### src/logic/csi_tx_port_control_defs.vh
// register map, field positions and reset values of the transmit-port control block
`ifndef CSI_TX_PORT_CONTROL_DEFS_VH
`define CSI_TX_PORT_CONTROL_DEFS_VH

// ----------------------------------------------------------------
// register indexes (byte address is four times the index)
// ----------------------------------------------------------------
`define IDX_TX_PORT_SELECT   8'h32
`define IDX_OUTPUT_CONTROL   8'h33
`define IDX_OUTPUT_CONTROL_2 8'h34
`define IDX_TX_STATUS        8'h35
`define ADDR_W               10

// ----------------------------------------------------------------
// tx_port_select fields
// ----------------------------------------------------------------
`define SEL_WR_PORT0   0
`define SEL_WR_PORT1   1
`define SEL_READ_PORT  4
`define SEL_MASK       8'h13
`define SEL_RESET      8'h00

// ----------------------------------------------------------------
// output_control fields
// ----------------------------------------------------------------
`define CTL_ENABLE     0
`define CTL_CONT_CLK   1
`define CTL_ULP_LO     2
`define CTL_LANE_LO    4
`define CTL_INIT_CAL   6
`define CTL_MASK       8'h7f
`define CTL_RESET      8'h00

// ----------------------------------------------------------------
// output_control_two fields
// ----------------------------------------------------------------
`define CTL2_PERIODIC  0
`define CTL2_SINGLE    1
`define CTL2_INVERT    2
`define CTL2_PASS_ALL  3
`define CTL2_MASK      8'h0f
`define CTL2_RESET     8'h00

// ----------------------------------------------------------------
// status fields and calibration length
// ----------------------------------------------------------------
`define STS_PASS       0
`define STS_CAL_BUSY   2
`define STS_READ_PORT  4
`define CAL_BITS       1024
`define CAL_CNT_W      11
// index of the last bit of a sequence, one below CAL_BITS
`define CAL_LAST       11'h3ff

`endif

### src/logic/skew_cal_gen.v
// skew-calibration sequencer for one transmit port
module skew_cal_gen (
	// clock and reset
	input  wire       i_clk,
	input  wire       i_rst_b,
	// paced link edges
	input  wire       i_link_edge,
	// settings
	input  wire       i_port_en,
	input  wire       i_init_cal_en,
	input  wire       i_single_req,
	input  wire       i_periodic_en,
	input  wire       i_invert,
	// transmitter events
	input  wire       i_frame_end,
	input  wire       i_idle,
	// results
	output wire       o_busy,
	output wire       o_hs_hold,
	output reg        o_bit,
	output reg        o_single_done
);
`include "csi_tx_port_control_defs.vh"

	localparam [1:0] ST_IDLE = 2'b01;
	localparam [1:0] ST_SEND = 2'b10;
	localparam [`CAL_CNT_W-1:0] LAST = `CAL_LAST;

	reg [1:0]            state_q;
	reg [`CAL_CNT_W-1:0] cnt_q;
	reg                  en_q;
	reg                  init_pend_q;
	reg                  per_pend_q;
	reg                  src_single_q;
	wire                 want;

	// the request bit still reads set while its done pulse is out; do not rerun it
	assign want      = init_pend_q | per_pend_q | (i_single_req & ~o_single_done);
	// no high-speed data until the start-up sequence is out
	assign o_hs_hold = init_pend_q;
	assign o_busy    = state_q[1];

	always @(posedge i_clk or negedge i_rst_b) begin
		if (!i_rst_b) begin
			state_q       <= ST_IDLE;
			cnt_q         <= {`CAL_CNT_W{1'b0}};
			en_q          <= 1'b0;
			init_pend_q   <= 1'b0;
			per_pend_q    <= 1'b0;
			src_single_q  <= 1'b0;
			o_bit         <= 1'b0;
			o_single_done <= 1'b0;
		end else begin
			en_q          <= i_port_en;
			o_single_done <= 1'b0;
			if (i_port_en && !en_q && i_init_cal_en)
				init_pend_q <= 1'b1;
			else if (!i_port_en)
				init_pend_q <= 1'b0;
			if (i_frame_end && i_periodic_en && i_port_en)
				per_pend_q <= 1'b1;
			else if (!i_port_en)
				per_pend_q <= 1'b0;
			case (state_q)
				ST_IDLE: begin
					// single and periodic wait for an idle gap; start-up never has data
					if (i_port_en && want && (i_idle || init_pend_q)) begin
						state_q      <= ST_SEND;
						cnt_q        <= {`CAL_CNT_W{1'b0}};
						src_single_q <= i_single_req & ~init_pend_q & ~per_pend_q;
						o_bit        <= i_invert;
					end
				end
				ST_SEND: begin
					if (!i_port_en) begin
						state_q <= ST_IDLE;
					end else if (i_link_edge) begin
						o_bit <= ~o_bit;
						cnt_q <= cnt_q + 1'b1;
						if (cnt_q == LAST) begin
							state_q       <= ST_IDLE;
							o_single_done <= src_single_q;
							if (init_pend_q)
								init_pend_q <= 1'b0;
							else if (!src_single_q)
								per_pend_q <= i_frame_end & i_periodic_en;
						end
					end
				end
				default: state_q <= ST_IDLE;
			endcase
		end
	end

endmodule // skew_cal_gen

### src/logic/csi_tx_port_control.v
// transmit-port control registers with apb access and per-port calibration
// How it works
// - write-enable bit 1 lets prefixed register writes reach port 1's block.
// - write-enable bit 0 lets prefixed register writes reach port 0's block.
// - read-select bit 4 picks which port's prefixed registers are read back.
// - initial calibration bit 6 sends calibration at start-up before any data.
// - lane field 5:4 gives 00 four, 01 three, 10 two, 11 one lane.
// - field 3:2 forces LP00 on data lanes (01) or data and clock (11).
// - control bit 0 enables the output port; clear disables it.
// - pass mode bit 3 selects any-port or all-ports valid video for pass.
// - writing 1 to single bit sends one 1024-bit sequence at next idle.
// - single bit clears itself when sent; writing 0 does nothing.
// - periodic bit 0 sends calibration after every frame end packet.
//
// The implementer's own choice: register access over APB.
module csi_tx_port_control #(
	parameter NPORTS = 2,
	parameter NRX    = 4
) (
	// clock and reset
	input  wire              i_clk,
	input  wire              i_rst_b,
	// apb slave
	input  wire              i_psel,
	input  wire              i_penable,
	input  wire              i_pwrite,
	input  wire [11:0]       i_paddr,
	input  wire [31:0]       i_pwdata,
	output wire              o_pready,
	output reg  [31:0]       o_prdata,
	output reg               o_pslverr,
	// link clock from the phy side
	input  wire              i_link_clk,
	// receive-port video status
	input  wire [NRX-1:0]    i_rx_enabled,
	input  wire [NRX-1:0]    i_rx_valid,
	// transmitter events per port
	input  wire [NPORTS-1:0] i_frame_end_sent,
	input  wire [NPORTS-1:0] i_packet_sent,
	input  wire [NPORTS-1:0] i_line_idle,
	// per-port controls toward the transmitter
	output reg  [NPORTS-1:0] o_port_enable,
	output reg  [3*NPORTS-1:0] o_lane_count,
	output reg  [NPORTS-1:0] o_data_lp00,
	output reg  [NPORTS-1:0] o_clk_lp00,
	output reg  [NPORTS-1:0] o_clk_continuous,
	output wire [NPORTS-1:0] o_hs_hold,
	output wire [NPORTS-1:0] o_cal_active,
	output wire [NPORTS-1:0] o_cal_bit,
	output reg  [NPORTS-1:0] o_pass
);
`include "csi_tx_port_control_defs.vh"

	// ----------------------------------------------------------------
	// decode helpers
	// ----------------------------------------------------------------
	// lane field to active lane count
	function [2:0] lanes;
		input [1:0] f;
		begin
			lanes = 3'd4 - {1'b0, f};
		end
	endfunction

	// forced low-power field: {clock, data}; the reserved code acts as normal
	function [1:0] ulp_decode;
		input [1:0] f;
		begin
			case (f)
				2'b01:   ulp_decode = 2'b01;
				2'b11:   ulp_decode = 2'b11;
				default: ulp_decode = 2'b00;
			endcase
		end
	endfunction

	// pass over enabled receive ports, any or all
	function pass_eval;
		input           all;
		input [NRX-1:0] en;
		input [NRX-1:0] v;
		begin
			if (all)
				pass_eval = (en != {NRX{1'b0}}) && ((v & en) == en);
			else
				pass_eval = |(v & en);
		end
	endfunction

	// one port's byte out of a flattened per-port register vector
	function [7:0] port_byte;
		input [8*NPORTS-1:0] flat;
		input                port;
		begin
			port_byte = flat[8*port+:8];
		end
	endfunction

	// status view of the read-selected port
	function [7:0] status_byte;
		input pass;
		input busy;
		input port;
		begin
			status_byte                 = 8'h00;
			status_byte[`STS_PASS]      = pass;
			status_byte[`STS_CAL_BUSY]  = busy;
			status_byte[`STS_READ_PORT] = port;
		end
	endfunction

	// ----------------------------------------------------------------
	// link clock synchroniser and edge finder
	// ----------------------------------------------------------------
	reg  lclk_meta_q;
	reg  lclk_sync_q;
	reg  lclk_prev_q;
	wire link_edge;

	always @(posedge i_clk or negedge i_rst_b) begin
		if (!i_rst_b) begin
			lclk_meta_q <= 1'b0;
			lclk_sync_q <= 1'b0;
			lclk_prev_q <= 1'b0;
		end else begin
			lclk_meta_q <= i_link_clk;
			lclk_sync_q <= lclk_meta_q;
			lclk_prev_q <= lclk_sync_q;
		end
	end

	assign link_edge = lclk_sync_q & ~lclk_prev_q;

	// ----------------------------------------------------------------
	// apb decode
	// ----------------------------------------------------------------
	wire [`ADDR_W-1:0] idx;
	wire               word_ok;
	wire               hit_sel;
	wire               hit_ctl;
	wire               hit_ctl2;
	wire               hit_sts;
	wire               mapped;
	wire               wr;
	wire               wr_sel;
	wire               wr_ctl;
	wire               wr_ctl2;
	wire               setup;

	assign idx      = i_paddr[11:2];
	assign word_ok  = (i_paddr[1:0] == 2'b00);
	assign hit_sel  = word_ok && (idx == {2'b00, `IDX_TX_PORT_SELECT});
	assign hit_ctl  = word_ok && (idx == {2'b00, `IDX_OUTPUT_CONTROL});
	assign hit_ctl2 = word_ok && (idx == {2'b00, `IDX_OUTPUT_CONTROL_2});
	assign hit_sts  = word_ok && (idx == {2'b00, `IDX_TX_STATUS});
	assign mapped   = hit_sel | hit_ctl | hit_ctl2 | hit_sts;
	assign setup    = i_psel & ~i_penable;
	// writes take effect at the access edge; no wait states
	assign wr       = i_psel & i_penable & i_pwrite & mapped & ~hit_sts;
	assign wr_sel   = wr & hit_sel;
	assign wr_ctl   = wr & hit_ctl;
	assign wr_ctl2  = wr & hit_ctl2;
	assign o_pready = 1'b1;

	// ----------------------------------------------------------------
	// port select register
	// ----------------------------------------------------------------
	reg  [7:0] sel_q;
	wire [7:0] sel_d;
	wire       rd_port;

	assign sel_d   = wr_sel ? (i_pwdata[7:0] & `SEL_MASK) : sel_q;
	assign rd_port = sel_q[`SEL_READ_PORT];

	always @(posedge i_clk or negedge i_rst_b) begin
		if (!i_rst_b)
			sel_q <= `SEL_RESET;
		else
			sel_q <= sel_d;
	end

	// ----------------------------------------------------------------
	// per-port register blocks and controls
	// ----------------------------------------------------------------
	wire [8*NPORTS-1:0] ctl_flat;
	wire [8*NPORTS-1:0] ctl2_flat;
	wire [NPORTS-1:0]   en_flat;
	wire [3*NPORTS-1:0] lanes_flat;
	wire [NPORTS-1:0]   dlp_flat;
	wire [NPORTS-1:0]   clp_flat;
	wire [NPORTS-1:0]   cont_flat;
	wire [NPORTS-1:0]   pass_flat;

	genvar p;
	generate
		for (p = 0; p < NPORTS; p = p + 1) begin : g_port
			reg  [7:0] ctl_q;
			reg  [7:0] ctl2_q;
			reg  [7:0] ctl_d;
			reg  [7:0] ctl2_d;
			reg        first_pkt_q;
			wire       we;
			wire       single_done;
			wire [1:0] lane_f;
			wire [1:0] ulp_f;
			wire [1:0] ulp;
			wire       pass_now;

			// each port's block only listens when its own enable is set
			assign we = sel_q[p];

			always @* begin
				ctl_d  = ctl_q;
				ctl2_d = ctl2_q;
				if (wr_ctl && we)
					ctl_d = i_pwdata[7:0] & `CTL_MASK;
				if (single_done)
					ctl2_d[`CTL2_SINGLE] = 1'b0;
				if (wr_ctl2 && we) begin
					ctl2_d[`CTL2_PERIODIC] = i_pwdata[`CTL2_PERIODIC];
					ctl2_d[`CTL2_INVERT]   = i_pwdata[`CTL2_INVERT];
					ctl2_d[`CTL2_PASS_ALL] = i_pwdata[`CTL2_PASS_ALL];
					// write-one-to-set; a new request wins over the clear
					if (i_pwdata[`CTL2_SINGLE])
						ctl2_d[`CTL2_SINGLE] = 1'b1;
				end
			end

			always @(posedge i_clk or negedge i_rst_b) begin
				if (!i_rst_b) begin
					ctl_q  <= `CTL_RESET;
					ctl2_q <= `CTL2_RESET;
				end else begin
					ctl_q  <= ctl_d;
					ctl2_q <= ctl2_d;
				end
			end

			// the first packet after enable arms continuous clock; disable disarms it
			always @(posedge i_clk or negedge i_rst_b) begin
				if (!i_rst_b)
					first_pkt_q <= 1'b0;
				else if (!ctl_q[`CTL_ENABLE])
					first_pkt_q <= 1'b0;
				else if (i_packet_sent[p])
					first_pkt_q <= 1'b1;
			end

			assign lane_f   = ctl_q[`CTL_LANE_LO+:2];
			assign ulp_f    = ctl_q[`CTL_ULP_LO+:2];
			assign ulp      = ulp_decode(ulp_f);
			assign pass_now = pass_eval(ctl2_q[`CTL2_PASS_ALL], i_rx_enabled, i_rx_valid);

			assign en_flat[p]         = ctl_q[`CTL_ENABLE];
			assign lanes_flat[3*p+:3] = lanes(lane_f);
			assign dlp_flat[p]        = ulp[0];
			assign clp_flat[p]        = ulp[1];
			// continuous clock drops as soon as the port is disabled
			assign cont_flat[p] = ctl_q[`CTL_CONT_CLK] & ctl_q[`CTL_ENABLE] & first_pkt_q;
			assign pass_flat[p] = ctl_q[`CTL_ENABLE] & pass_now;

			skew_cal_gen u_cal (
				.i_clk         (i_clk),
				.i_rst_b       (i_rst_b),
				.i_link_edge   (link_edge),
				.i_port_en     (ctl_q[`CTL_ENABLE]),
				.i_init_cal_en (ctl_q[`CTL_INIT_CAL]),
				.i_single_req  (ctl2_q[`CTL2_SINGLE]),
				.i_periodic_en (ctl2_q[`CTL2_PERIODIC]),
				.i_invert      (ctl2_q[`CTL2_INVERT]),
				.i_frame_end   (i_frame_end_sent[p]),
				.i_idle        (i_line_idle[p]),
				.o_busy        (o_cal_active[p]),
				.o_hs_hold     (o_hs_hold[p]),
				.o_bit         (o_cal_bit[p]),
				.o_single_done (single_done)
			);

			assign ctl_flat[8*p+:8]  = ctl_q;
			assign ctl2_flat[8*p+:8] = ctl2_q;
		end
	endgenerate

	// ----------------------------------------------------------------
	// registered controls toward the transmitter
	// ----------------------------------------------------------------
	// one process for all ports keeps each output vector single-driven
	always @(posedge i_clk or negedge i_rst_b) begin
		if (!i_rst_b) begin
			o_port_enable    <= {NPORTS{1'b0}};
			o_lane_count     <= {NPORTS{3'd4}};
			o_data_lp00      <= {NPORTS{1'b0}};
			o_clk_lp00       <= {NPORTS{1'b0}};
			o_clk_continuous <= {NPORTS{1'b0}};
			o_pass           <= {NPORTS{1'b0}};
		end else begin
			o_port_enable    <= en_flat;
			o_lane_count     <= lanes_flat;
			o_data_lp00      <= dlp_flat;
			o_clk_lp00       <= clp_flat;
			o_clk_continuous <= cont_flat;
			o_pass           <= pass_flat;
		end
	end

	// ----------------------------------------------------------------
	// read-back mux
	// ----------------------------------------------------------------
	reg  [7:0] rd_byte;
	wire [7:0] rd_ctl;
	wire [7:0] rd_ctl2;
	wire [7:0] sts;

	assign rd_ctl  = port_byte(ctl_flat, rd_port);
	assign rd_ctl2 = port_byte(ctl2_flat, rd_port);
	assign sts     = status_byte(o_pass[rd_port], o_cal_active[rd_port], rd_port);

	always @* begin
		rd_byte = 8'h00;
		if (hit_sel)
			rd_byte = sel_q;
		else if (hit_ctl)
			rd_byte = rd_ctl;
		else if (hit_ctl2)
			rd_byte = rd_ctl2;
		else if (hit_sts)
			rd_byte = sts;
	end

	// data is captured in the setup cycle and stands through the access cycle
	always @(posedge i_clk or negedge i_rst_b) begin
		if (!i_rst_b) begin
			o_prdata  <= 32'h0000_0000;
			o_pslverr <= 1'b0;
		end else if (setup) begin
			o_prdata  <= i_pwrite ? 32'h0000_0000 : {24'h00_0000, rd_byte};
			o_pslverr <= ~mapped;
		end else if (!i_psel) begin
			o_pslverr <= 1'b0;
		end
	end

endmodule // csi_tx_port_control

### config.mk
export PLATFORM = sky130hd
export DESIGN_NAME = csi_tx_port_control
export DESIGN_NICKNAME = d
export VERILOG_FILES = /design/src/logic/skew_cal_gen.v /design/src/logic/csi_tx_port_control.v
export VERILOG_INCLUDE_DIRS = /design/src /design/src/logic
export SDC_FILE = /design/constraint.sdc
export NUM_CORES = 1
export LEC_CHECK = 0
export ABC_AREA = 1
export BUFFER_PORTS_ARGS = -buffer_cell sky130_fd_sc_hd__clkbuf_2
export CORE_UTILIZATION = 45
export DETAILED_ROUTE_END_ITERATION = 16
export GPL_TIMING_DRIVEN = 0
export PLACE_DENSITY = 0.72
export SYNTH_ARGS = -nofsm -noshare
export SYNTH_HDL_FRONTEND = slang
export SYNTH_HIERARCHICAL = 1
export SYNTH_SLANG_ARGS = --single-unit
### constraint.sdc
create_clock -name i_clk -period 2.5 [get_ports i_clk]
set_input_delay 0 -clock i_clk [delete_from_list [all_inputs] [get_ports i_clk]]
set_output_delay 0 -clock i_clk [all_outputs]
set_load 0.01 [all_outputs]
==> results.yml <==
timing:
  finClkSkew_ns: 0.01296
  relSlewSlack: 0.5918
  finalHoldViolations: 0
  worstMarginPinSlew_ns: 0.6101
  fin_crit_ns: 1.626
  timing.fmax_mhz: 614.9
  setup_tns_ns: 0
  fin_crit_sh: 0.6505
  slew_violations: 0
  rsz0062_at_grt: "false"
  finalSetupViolCount: 0
clocking:
  cts_sinks: 92
  clk_path_buf_depth: 2
  clock_latency_ns: 0.36
  htreeDepth: 3
  path_clk_slew_ns: 0.09
  cts_buffers: 9
  cts_tree: "done"
  clockRootBuffer: "clkbuf_8"
global_route:
  grt_pass1_vias: 4216
  gr-total-overflow: 0
  grt_use_total: 0.2054
  grt_pass1_wl_microns: 18620
  grt_max_degree: 62
  antenna_found_initial: 0
setup_path:
  timing.rr.end: "g_port[1].u_cal/o_hs_hold"
  reg2regPathDepth: 6
  timing.rr.start: "lclk_prev_q"
  r2r_slack_ns: 0.87
  path_class: "reg2reg"
  start_kind: "register"
  required_ns: 2.75
  crit_path_end_kind: "register"
  crit_fanout: 4
  crit_arrival_ns: 1.87
synthesis:
  synth_top_cell_area_share: 0.4484
  synth_common_cells: "220 x nand2_1, 88 x dfrtp_1, 78 x inv_1"
  synth_enable_flop_cells: 0
  ys_warn_count: 6
  ys_ff_latch: 92
  yosysMostFrequentCell: "nand2_1"
  seq_area_frac_synth: 0.4698
  syn_area_per_cell_sq_um: 7.722
  synthFlopType: "dfrtp_1"
  ys_types: 35
  synth_top_area_cell: "dfrtp_1"
  synthTopCellsByArea: "dfrtp_1 45%, nand2_1 17%, inv_1 6.0%"
  syn_area_sq_um: 4911
  async_reset_ff_frac: 1.000
  synthCells: 636
floorplan:
  chipHeight_microns: 106.5
  placementRows: 37
  pin_count: 120
  coreArea_sq_um: 10460
  start_util: 0.4694
  die_w_microns: 106.5
  die_area_sq_um: 11330
placed_design:
  portBuffers: 68
  post-dp-hpwl_microns: 8161
  finalWeightedCongestion: 0.8974
outcome:
  status: "finished clean"
detailed_routing:
  first_pass_iters: 5
  avgViaCountPerCell: 4.747
  dr_wl_met2_microns: 5185
  wl_met1_microns: 4834
  first_iter_violations: 269
  dr_wl_met3_microns: 539
  ant_nets: 0
  wl_per_cell_microns: 11.90
  vias: 4249
  drt_wl_total_microns: 10650
  highest_layer: "met4"
  drc: 0
pwr:
  total_leakage_power_nw: 3.272
  peakVddDrop_uv: 380.7
  power_density_nw_per_um2: 454.9
worst_hold_path:
  holdPathEnd: "o_pslverr"
  hp-class: "in2reg"
  hold_depth: 4
  min_from: "i_paddr[3]"
finish:
  antenna_cells: 0
  areaGrowthSynthToFinish_pct: 19.72
  fillerInstances: 1001
  fin_nets: 822
  drive_gt1_frac: 0.2121
  postLayoutCoreUtil: 0.5619
flow_run:
  cap_violations: 0
-- metal layers --
layer,global-route usage,vias up
met5,0,-
met1,0.2630,1969
li1,-,2158
met2,0.3530,112
met3,0.04966,10
met4,0.04305,0
-- state kept, by name, indices dropped and copies added (netlist names), 2 cells and up --
signal,flops
g_port.ctl2_q,8
g_port.ctl_q,14
g_port.first_pkt_q,2
g_port.u_cal/cnt_q,22
g_port.u_cal/en_q,2
g_port.u_cal/o_bit,2
g_port.u_cal/o_hs_hold,2
g_port.u_cal/o_single_done,2
g_port.u_cal/per_pend_q,2
g_port.u_cal/src_single_q,2
g_port.u_cal/state_q,4
o_clk_continuous,2
o_clk_lp00,2
o_data_lp00,2
o_lane_count,6
o_pass,2
o_port_enable,2
o_prdata,7
sel_q,3
-- timing repair --
item / in CTS / in global routing
endpoints found under the hold margin: 61 / 0
setup buffers: 0 / 0
hold buffers: 14 / 0
endpoints found under the setup margin: 0 / 0
gates resized for setup: 0 / 0
-- worst max-delay path by stage --
| stage | from | end | slack [ns] | cells after the start |
|---|---|---|---|---|
| 6_report | lclk_prev_q | g_port[1].u_cal/o_hs_hold | 0.87 | 6 |
| 5_1_grt | lclk_sync_q | g_port[1].u_cal/o_hs_hold | 0.72 | 7 |
| 4_1_cts | lclk_prev_q | g_port[1].u_cal/o_hs_hold | 0.86 | 6 |
| 3_3_place_gp | i_rst_b | g_port[1].u_cal/cnt_q[5] | 0.33 | 1 |
| 2_1_floorplan | lclk_prev_q | g_port[1].u_cal/o_hs_hold | 1.19 | 6 |
| 3_5_place_dp | lclk_prev_q | g_port[1].u_cal/o_hs_hold | 0.89 | 6 |
-- cell usage in the layout (no fill, tap or decap), types with 4 or more instances in the layout --
master and count:
conb_1 26, inv_1 78, nand2_2 6, xor2_1 6, nand2_1 220, clkbuf_2 67
a21oi_1 5, buf_4 26, nor2_1 50, nand2_4 6, o21ai_0 26, dfrtp_1 88
dlygate4sd3_1 14, nor2_2 5, clkbuf_8 9, o21ai_1 4, dfstp_2 4, nand3_2 5
nand3_1 58, mux2i_1 4, inv_2 4, nor2_4 5, ha_1 4
-- through the flow --
stage | cells | cell area (sq um) | setup WS, ns | total power, W | hold slack (ns)
after floorplan | 660 | 5001 | 1.189 | 0.001607 | -0.2956
after global placement | 864 | 5512 | 0.3308 | 0.001684 | 0.1184
after detailed placement | 865 | 5542 | 0.8853 | 0.001692 | 0.01257
after CTS | 895 | 5879 | 0.8598 | 0.002712 | 0.02027
after global routing | 895 | 5879 | 0.7189 | 0.002793 | 0.04671
final | 895 | 5879 | 0.8737 | 0.002675 | 0.02885
-- power breakdown --
| group | leakage (nW) | total [W] | internal [W] | switching (W) |
|---|---|---|---|---|
| clock network | 0.0895 | 0.000996 | 0.000469 | 0.000527 |
| logic | 2.01 | 0.000186 | 0.0000808 | 0.000105 |
| registers | 1.17 | 0.00149 | 0.00149 | 0.00000158 |
-- worst max-delay path, stage by stage, from the launching register on --
cell	delay, ns
dfrtp_1	0.37
nor2_1	0.48
nand2_1	0.11
nor2_1	0.19
nand2_1	0.12
nor3_1	0.17
nor2_1	0.07
-- cell families after synthesis --
group,Yosys count,share of synthesized area
other,2,0.001529
adders and majority gates,4,0.01019
xor gates and xnor gates,6,0.01070
AOI/OAI and AO/OA,43,0.04892
muxes,4,0.008153
and+or+nand+nor,370,0.3391
DFF,92,0.4698
buffers and inverters,115,0.1116
-- area by class of cell --
cell class              instances  area [sq um]  area share
plain buffers                  33         240.2     0.04086
flip-flops and latches         92          2307      0.3924
well taps                     136         170.2     0.02894
inverters                      82         307.8     0.05235
clock buffers                  10         127.6     0.02171
repair buffers                 83         510.5     0.08683
multi-input cells             453          2146      0.3650
clock inverters                 6         70.07     0.01192
(Power assumes the default switching activity.)
